**src/logic/rwc_pkg.sv**
```systemverilog
// constants and types for reset and wake-up sequencing
package rwc_pkg;
  localparam int unsigned CLK_HZ = 25_000_000;
  localparam int unsigned OST_MS = 18;
  localparam int unsigned OST_CYCLES = OST_MS * (CLK_HZ / 1000);
  localparam int unsigned RC_WAKE_CYCLES = 34;
  localparam int unsigned HXT_WAKE_MS = 2;
  localparam int unsigned HXT_WAKE_EXTRA = 32;
  localparam int unsigned HXT_WAKE_CYCLES = HXT_WAKE_MS * (CLK_HZ / 1000) + HXT_WAKE_EXTRA;
  localparam int unsigned LXT2_WAKE_MS = 500;
  localparam int unsigned LXT2_WAKE_CYCLES = LXT2_WAKE_MS * (CLK_HZ / 1000);
  localparam int CNT_W = 24;
  localparam int PC_W = 10;
  // interrupt vectors per source
  localparam logic [9:0] VEC_EXT = 10'h003;
  localparam logic [9:0] VEC_PIN = 10'h006;
  localparam logic [9:0] VEC_TICK = 10'h009;
  localparam logic [9:0] VEC_CMP = 10'h00f;
  localparam logic [9:0] VEC_ADC = 10'h015;
  localparam logic [9:0] VEC_AUX2 = 10'h030;
  localparam logic [9:0] VEC_AUX3 = 10'h033;
  localparam logic [9:0] PC_RESET = 10'h000;
  // status register fields
  localparam int ST_TIMEOUT = 4;
  localparam int ST_PWRDN = 3;
  localparam logic [7:0] ST_RESET = 8'h18;
  localparam int TCFG_PIN_BIT = 6;
  localparam logic [2:0] SYNC_RESET = 3'h1;
  typedef enum logic [1:0] {OSC_RC = 2'h0, OSC_HXT = 2'h1, OSC_LXT2 = 2'h2, OSC_LXT1 = 2'h3}
    rwc_osc_t;
  typedef enum logic [1:0] {S_RESET = 2'h0, S_RUN = 2'h1, S_SLEEP = 2'h3, S_WAKE = 2'h2}
    rwc_state_t;
  // msb to lsb: aux3, aux2, comparator, adc, ext pin, pin change, tick
  typedef struct packed {
    logic aux_three;
    logic aux_two;
    logic comparator;
    logic adc_done;
    logic ext_pin;
    logic pin_change;
    logic tick_ovf;
  } rwc_events_t;
  typedef struct packed {
    logic ext_pin_wake_enable;
    logic pin_change_wake_enable;
    logic adc_done_wake_enable;
    logic comparator_wake_enable;
  } rwc_wake_en_t;
endpackage

```
**src/logic/rwc_reset_wake.sv**
```systemverilog
// reset gathering, start-up hold, sleep entry and wake-up sequencing
`timescale 1ns/1ps
module rwc_reset_wake #(
  parameter int unsigned OST_CYCLES = rwc_pkg::OST_CYCLES,
  parameter int unsigned HXT_WAKE_CYCLES = rwc_pkg::HXT_WAKE_CYCLES,
  parameter int unsigned LXT2_WAKE_CYCLES = rwc_pkg::LXT2_WAKE_CYCLES
) (
  // clock and power-on reset
  input  wire logic                       clk,
  input  wire logic                       reset,
  // pins
  input  wire logic                       reset_pin_n,
  input  wire logic                       wdt_timeout,
  input  wire logic                       ext_int_pin,
  // configuration
  input  wire logic                       wdt_enable,
  input  wire rwc_pkg::rwc_osc_t          osc_mode,
  input  wire logic                       idle_select,
  input  wire rwc_pkg::rwc_wake_en_t      wake_en,
  input  wire logic [1:0]                 aux_irq_enable,
  // core instructions and events
  input  wire logic                       sleep_instr,
  input  wire logic                       global_irq_on_instr,
  input  wire logic                       global_irq_off_instr,
  input  wire rwc_pkg::rwc_events_t       events,
  // register writes
  input  wire logic                       status_wr,
  input  wire logic                       timer_config_wr,
  input  wire logic                       int_flag_wr,
  input  wire logic                       int_mask_wr,
  input  wire logic                       bank_wr,
  input  wire logic [1:0]                 bank_sel,
  input  wire logic [7:0]                 wr_data,
  // core control
  output logic                            core_reset,
  output logic                            pc_load,
  output logic [rwc_pkg::PC_W-1:0]        pc_value,
  output logic                            irq_take,
  output logic                            resume_next,
  output logic                            halted,
  output logic                            wdt_clear,
  output logic                            ports_input,
  output logic                            main_clock_on,
  output logic                            slow_clock_on,
  // registers
  output logic [7:0]                      status_reg,
  output logic [7:0]                      timer_config_reg,
  output logic [7:0]                      int_flag_reg,
  output logic [7:0]                      int_mask_reg,
  output logic [31:0]                     bank_regs
);
  localparam logic [rwc_pkg::CNT_W-1:0] OST_LAST = rwc_pkg::CNT_W'(OST_CYCLES - 1);

  rwc_pkg::rwc_state_t state, next_state;
  logic [rwc_pkg::CNT_W-1:0] cnt, next_cnt, wake_last;
  logic [2:0] sync1, sync2;
  logic pin_low, wdt_hit, rst_req, gie, wdt_at_sleep, idle_mode, wake_req;
  logic [6:0] en_vec, src, wake_src;
  logic [rwc_pkg::PC_W-1:0] vec;

  // pins cross in through two flops; bit 0 idles high
  always_ff @(posedge clk or posedge reset) begin
    if (reset) begin
      sync1 <= rwc_pkg::SYNC_RESET;
      sync2 <= rwc_pkg::SYNC_RESET;
    end else begin
      sync1 <= {ext_int_pin, wdt_timeout, reset_pin_n};
      sync2 <= sync1;
    end
  end

  assign pin_low = !sync2[0];
  assign wdt_hit = sync2[1] && wdt_enable;
  assign rst_req = pin_low || wdt_hit;
  assign en_vec = {aux_irq_enable, int_mask_reg[7], int_mask_reg[6], int_mask_reg[2:0]};

  // enabled wake events; timers count only in idle
  always_comb begin
    wake_req = 1'b0;
    if (!wdt_at_sleep) begin
      wake_req = (events.ext_pin && wake_en.ext_pin_wake_enable) ||
                 (events.pin_change && wake_en.pin_change_wake_enable) ||
                 (events.adc_done && wake_en.adc_done_wake_enable) ||
                 (events.comparator && wake_en.comparator_wake_enable);
    end
    if (idle_mode && (events.tick_ovf || events.aux_two || events.aux_three)) begin
      wake_req = 1'b1;
    end
  end

  always_comb begin
    case (osc_mode)
      rwc_pkg::OSC_HXT:  wake_last = rwc_pkg::CNT_W'(HXT_WAKE_CYCLES - 1);
      rwc_pkg::OSC_LXT2: wake_last = rwc_pkg::CNT_W'(LXT2_WAKE_CYCLES - 1);
      default:           wake_last = rwc_pkg::CNT_W'(rwc_pkg::RC_WAKE_CYCLES - 1);
    endcase
  end

  // source for the vector: captured at wake, live while running
  assign src = (state == rwc_pkg::S_WAKE) ? wake_src : (events & en_vec);
  always_comb begin
    if (src[2])      vec = rwc_pkg::VEC_EXT;
    else if (src[1]) vec = rwc_pkg::VEC_PIN;
    else if (src[0]) vec = rwc_pkg::VEC_TICK;
    else if (src[4]) vec = rwc_pkg::VEC_CMP;
    else if (src[3]) vec = rwc_pkg::VEC_ADC;
    else if (src[5]) vec = rwc_pkg::VEC_AUX2;
    else             vec = rwc_pkg::VEC_AUX3;
  end

  always_comb begin
    next_state = state;
    next_cnt = '0;
    if (rst_req) begin
      next_state = rwc_pkg::S_RESET;
    end else begin
      case (state)
        rwc_pkg::S_RESET: begin
          if (cnt == OST_LAST) next_state = rwc_pkg::S_RUN;
          else next_cnt = cnt + 1'b1;
        end
        rwc_pkg::S_RUN: if (sleep_instr) next_state = rwc_pkg::S_SLEEP;
        rwc_pkg::S_SLEEP: if (wake_req) next_state = rwc_pkg::S_WAKE;
        rwc_pkg::S_WAKE: begin
          if (cnt >= wake_last) next_state = rwc_pkg::S_RUN;
          else next_cnt = cnt + 1'b1;
        end
        default: next_state = rwc_pkg::S_RESET;
      endcase
    end
  end

  always_ff @(posedge clk or posedge reset) begin
    if (reset) begin
      state <= rwc_pkg::S_RESET;
      cnt <= '0;
    end else begin
      state <= next_state;
      cnt <= next_cnt;
    end
  end

  // sleep context
  always_ff @(posedge clk or posedge reset) begin
    if (reset) begin
      gie <= 1'b0;
      wdt_at_sleep <= 1'b0;
      idle_mode <= 1'b0;
      wake_src <= '0;
    end else begin
      if (next_state == rwc_pkg::S_RESET) gie <= 1'b0;
      else if (global_irq_on_instr) gie <= 1'b1;
      else if (global_irq_off_instr) gie <= 1'b0;
      if (state == rwc_pkg::S_RUN && sleep_instr) begin
        wdt_at_sleep <= wdt_enable;
        idle_mode <= idle_select;
      end
      if (state == rwc_pkg::S_SLEEP && wake_req) wake_src <= events;
    end
  end

  // core control outputs, registered from the next state
  always_ff @(posedge clk or posedge reset) begin
    if (reset) begin
      core_reset <= 1'b1;
      pc_load <= 1'b0;
      pc_value <= rwc_pkg::PC_RESET;
      irq_take <= 1'b0;
      resume_next <= 1'b0;
      halted <= 1'b0;
      wdt_clear <= 1'b1;
      ports_input <= 1'b1;
      main_clock_on <= 1'b1;
      slow_clock_on <= 1'b1;
    end else begin
      core_reset <= next_state == rwc_pkg::S_RESET;
      ports_input <= next_state == rwc_pkg::S_RESET;
      halted <= next_state == rwc_pkg::S_SLEEP || next_state == rwc_pkg::S_WAKE;
      // watchdog counting itself lives in its own domain; only cleared here
      wdt_clear <= next_state == rwc_pkg::S_RESET ||
                   (state == rwc_pkg::S_RUN && sleep_instr && wdt_enable);
      pc_load <= 1'b0;
      irq_take <= 1'b0;
      resume_next <= 1'b0;
      if (next_state == rwc_pkg::S_RESET) begin
        pc_value <= rwc_pkg::PC_RESET;
      end else if (state == rwc_pkg::S_RESET) begin
        pc_load <= 1'b1;
      end else if (state == rwc_pkg::S_WAKE && next_state == rwc_pkg::S_RUN) begin
        if (gie) begin
          pc_load <= 1'b1;
          irq_take <= 1'b1;
          pc_value <= vec;
        end else begin
          resume_next <= 1'b1;
        end
      end else if (state == rwc_pkg::S_RUN && !sleep_instr && gie && |(events & en_vec)) begin
        pc_load <= 1'b1;
        irq_take <= 1'b1;
        pc_value <= vec;
      end
      // oscillator runs through reset; adc wake holds both clocks
      main_clock_on <= !(next_state == rwc_pkg::S_SLEEP) ||
                       wake_en.adc_done_wake_enable;
      slow_clock_on <= !(next_state == rwc_pkg::S_SLEEP && !idle_mode) ||
                       wake_en.adc_done_wake_enable;
    end
  end

  // status: top bits only cleared by power-on, writes blocked in reset
  always_ff @(posedge clk or posedge reset) begin
    if (reset) begin
      status_reg <= rwc_pkg::ST_RESET;
    end else if (rst_req && state != rwc_pkg::S_RESET) begin
      status_reg[rwc_pkg::ST_TIMEOUT] <= !wdt_hit || pin_low;
      status_reg[rwc_pkg::ST_PWRDN] <= state == rwc_pkg::S_RUN;
    end else if (state == rwc_pkg::S_RUN && sleep_instr) begin
      status_reg[rwc_pkg::ST_TIMEOUT] <= 1'b1;
      status_reg[rwc_pkg::ST_PWRDN] <= 1'b0;
    end else if (status_wr && !core_reset) begin
      status_reg[7:5] <= wr_data[7:5];
      status_reg[2:0] <= wr_data[2:0];
    end
  end

  always_ff @(posedge clk or posedge reset) begin
    if (reset) begin
      timer_config_reg <= '0;
    end else begin
      if (core_reset) timer_config_reg <= '0;
      else if (timer_config_wr) timer_config_reg <= wr_data;
      timer_config_reg[rwc_pkg::TCFG_PIN_BIT] <= sync2[2];
    end
  end

  // flags: an event in the clearing cycle still sets its bit
  always_ff @(posedge clk or posedge reset) begin
    if (reset) begin
      int_flag_reg <= '0;
      int_mask_reg <= '0;
    end else if (core_reset) begin
      int_flag_reg <= '0;
      int_mask_reg <= '0;
    end else begin
      int_flag_reg <= (int_flag_wr ? wr_data : int_flag_reg) |
                      {events.comparator, events.adc_done, 3'h0,
                       events.ext_pin, events.pin_change, events.tick_ovf};
      if (int_mask_wr) int_mask_reg <= wr_data;
    end
  end

  // bank registers clear only with power-on reset
  for (genvar i = 0; i < 4; i++) begin : g_bank
    always_ff @(posedge clk or posedge reset) begin
      if (reset) bank_regs[i*8 +: 8] <= '0;
      else if (bank_wr && bank_sel == 2'(i)) bank_regs[i*8 +: 8] <= wr_data;
    end
  end

  // checks
  logic [rwc_pkg::CNT_W-1:0] rst_len, wake_len;
  always_ff @(posedge clk or posedge reset) begin
    if (reset) rst_len <= '0;
    else rst_len <= core_reset ? rst_len + 1'b1 : '0;
  end

  // length of the wake delay, counted apart from the state counter
  always_ff @(posedge clk or posedge reset) begin
    if (reset) wake_len <= '0;
    else wake_len <= (state == rwc_pkg::S_WAKE) ? wake_len + 1'b1 : '0;
  end
endmodule

```
**config.mk**
```make
export PLATFORM = sky130hd
export DESIGN_NAME = rwc_reset_wake
export DESIGN_NICKNAME = d
export VERILOG_FILES = /design/src/logic/rwc_pkg.sv /design/src/logic/rwc_reset_wake.sv
export SDC_FILE = /design/constraint.sdc
export NUM_CORES = 1
export LEC_CHECK = 0
export ABC_AREA = 1
export BUFFER_PORTS_ARGS = -buffer_cell sky130_fd_sc_hd__buf_2
export CORE_UTILIZATION = 25
export DETAILED_ROUTE_END_ITERATION = 7
export PLACE_DENSITY = 0.47
export SLEW_MARGIN = 20
export SYNTH_ARGS = -nofsm -noshare
export SYNTH_HDL_FRONTEND = slang
export SYNTH_SLANG_ARGS = --single-unit
export TNS_END_PERCENT = 30
```
**constraint.sdc**
```tcl
create_clock -name clk -period 10.45 [get_ports clk]
set_clock_uncertainty 0.1 [all_clocks]
set_input_delay 1.5675 -clock clk [delete_from_list [all_inputs] [get_ports clk]]
set_output_delay 1.5675 -clock clk [all_outputs]
set_load 0.01 [all_outputs]
```
==> impl_metrics.json <==
{
  "status": "completed",
  "max_cap_violations": 0,
  "drive_gt1_share_pct": 24.14,
  "finalCritPeriodShare_pct": 34.39,
  "clock-root-buffer": "clkbuf_16",
  "powerDensity_mw_per_mm2": 160.5,
  "critical-path-max-stage-delay_ps": 320,
  "cp-start-kind": "input pin",
  "critPathCaptureType": "register",
  "top_regs": "bank_regs x32, cnt x24",
  "drt-pass1-iter-count": 4,
  "gp_congestion": 0.7667,
  "via_count": 4710,
  "ys_warn_count": 0,
  "synth_cell_types": 46,
  "regMostFlops": "bank_regs",
  "ys_seq_elements": 119,
  "cts_buffers": 17,
  "synth-async-reset-ratio_pct": 100.0,
  "slew_violations": 0,
  "nets": 862,
  "vdd_ir_drop_max_uv": 104.2,
  "synth_edf_count": 0,
  "synth_area_mm2": 0.005823,
  "p_leak_nw": 3.904,
  "synth_area_leaders": "dfrtp_1, nand2_1, o21ai_0",
  "netlist.area_leader.share_pct": 47.70,
  "die_y_um": 154.6,
  "largest_reg_flops": 32,
  "postRouteAntennaNets": 0,
  "rows": 55,
  "synth_common_cells": "nand2_1, dfrtp_1, inv_1, o21ai_0, nor2_1",
  "grt_remaining_overflow": 0,
  "die_area_mm2": 0.02391,
  "min_period_ps": 3594,
  "worst-endpoint-arrival_ps": 3810,
  "cts_hold_buf": 0,
  "worstSkewPairLatency_ps": 410,
  "wl_per_cell_um": 13.97,
  "clkTransAtPathRegs_ps": 60,
  "path_class": "in2reg",
  "cp_max_fo": 13,
  "ys_seq_area_share_pct": 51.31,
  "crit_top_cell": "nand2_1",
  "fin_ws_ps": 6856,
  "grt_pass1_wl_um": 24990,
  "synthMostInstantiatedCell": "nand2_1",
  "num_io_pins": 123,
  "drtIter0Drc": 224,
  "fin_area_mm2": 0.007292,
  "grt_pass1_vias": 4594,
  "finalHoldViolations": 0,
  "antenna_found_initial": 3,
  "ctsResizeCount": 0,
  "track_usage_pct": 13.53,
  "maxSlewHeadroom_pct": 45.40,
  "drc": 0,
  "synth_cells": 675,
  "cp_cell_sequence": "buf_2 > inv_1 > ha_1 > inv_1 > ha_1 > nand2_1 > nand2_1 > nand2_1 > nand2_1 > a21oi_2 > nand3_4 > nand2_2 > nand2_2 > a211oi_1",
  "cts_setup_buffers": 0,
  "total_power_w": 0.001170,
  "cts_tree": "yes",
  "post-place-ws_ps": 6380,
  "cp.required_ps": 10670,
  "cts_max_path_buffers": 2,
  "grt_max_degree": 65,
  "hold_class": "reg2reg",
  "viasPerCell": 4.290,
  "cts_sinks": 119,
  "ys.flop_type": "dfrtp_1",
  "rsz0062_at_grt": "no",
  "cp_top_family": "simple AND/OR/NAND/NOR gates",
  "cp_slowest_cell": "ha_1",
  "coreArea_mm2": 0.02271,
  "cp_num_buf_inv": 3,
  "htree_levels": 4,
  "timing.fmax_ghz": 0.2782,
  "numPortBuffers": 118,
  "die_w_um": 154.6,
  "start_util_pct": 25.64,
  "yosys.area.top_type": "dfrtp_1",
  "setup_tns_ps": 0,
  "dp_hpwl_um": 11650,
  "setup_viol": 0,
  "routed_wl_um": 15330,
  "tightest_slew_ps": 819.0,
  "dpl_cell_area_mm2": 0.006698,
  "syn_to_final_growth_pct": 25.23,
  "syn_area_per_cell_um2": 8.627
}
## layer usage
metal | GRT usage [%] | share of wire [%] | wire length (µm) | vias up
li1 | - | - | - | 2431
met3 | 5.772 | 8.3 | 1268 | 15
met4 | 4.243 | 1.0 | 156 | 4
met1 | 18.15 | 47 | 7263 | 2145
met5 | 0 | 0.14 | 22 | -
met2 | 19.50 | 43 | 6623 | 115
## logic make-up (layout without fill, tap and decap cells)
family / after synthesis / in the layout / synth area share (%)
DFF: 119 / 119 / 51.31
other: 1 / 5 / 0.06440
adders and majority gates: 23 / 23 / 4.942
and+or+nand+nor: 312 / 312 / 24.99
xor gates and xnor gates: 9 / 9 / 1.354
buffers and inverters: 103 / 237 / 7.198
AOI/OAI and AO/OA: 107 / 107 / 9.949
muxes: 1 / 1 / 0.1934
## where the power goes
group	switching (W)	internal (W)
sequential	0.0000119	0.000483
clock	0.000222	0.000358
combinational	0.0000615	0.0000337
total	0.000295	0.000875
## per-stage QoR
stage	util [%]	cells	hold WS, ps
after floorplan	-	678	231.2
after global routing	32.10	1097	262.7
after detailed placement	29.49	1065	241.0
final	32.11	1098	249.4
after CTS	32.10	1097	253.4
after global placement	29.49	1065	236.3
## path summary, 6_finish.rpt
kind | start | endpoint | slack (ps) | depth (start not counted)
max | osc_mode[0] | cnt[11]$_DFF_PP0_ | 6860 | 14
min | sync1[1]$_DFF_PP0_ | sync2[1]$_DFF_PP0_ | 250 | 0
max reg2reg | cnt[5]$_DFF_PP0_ | cnt[11]$_DFF_PP0_ | 8200 | 10
min reg2reg | sync1[1]$_DFF_PP0_ | sync2[1]$_DFF_PP0_ | 250 | 0
max in group asynchronous | reset | resume_next$_DFF_PP0_ | 7780 | 3
min in group asynchronous | reset | bank_regs[26]$_DFFE_PP0P_ | 1230 | 2
## final cells by class
cell class	instances	area [µm²]
fill	2400	15420
sequential	119	2988
multi-input combinational	456	2427
timing repair buffer	119	598.1
clock buffer	18	439.2
tap	285	356.6
inverter	86	327.8
clock inverter	14	152.6
antenna	1	2.502
## placed cells by master, fill, tap and decap left out, drive strengths merged, types with 3 or more instances in the layout
master and n:
a21oi 15, buf 119, clkbuf 18, clkinv 6
clkinvlp 6, conb 4, dfrtp 111, dfstp 8
ha 23, inv 86, nand2 195, nand3 34
nand4 13, nor2 51, nor3 14, nor4 3
o211ai 3, o21ai 78, xnor2 6, xor2 3
(Power assumes the default switching activity.)
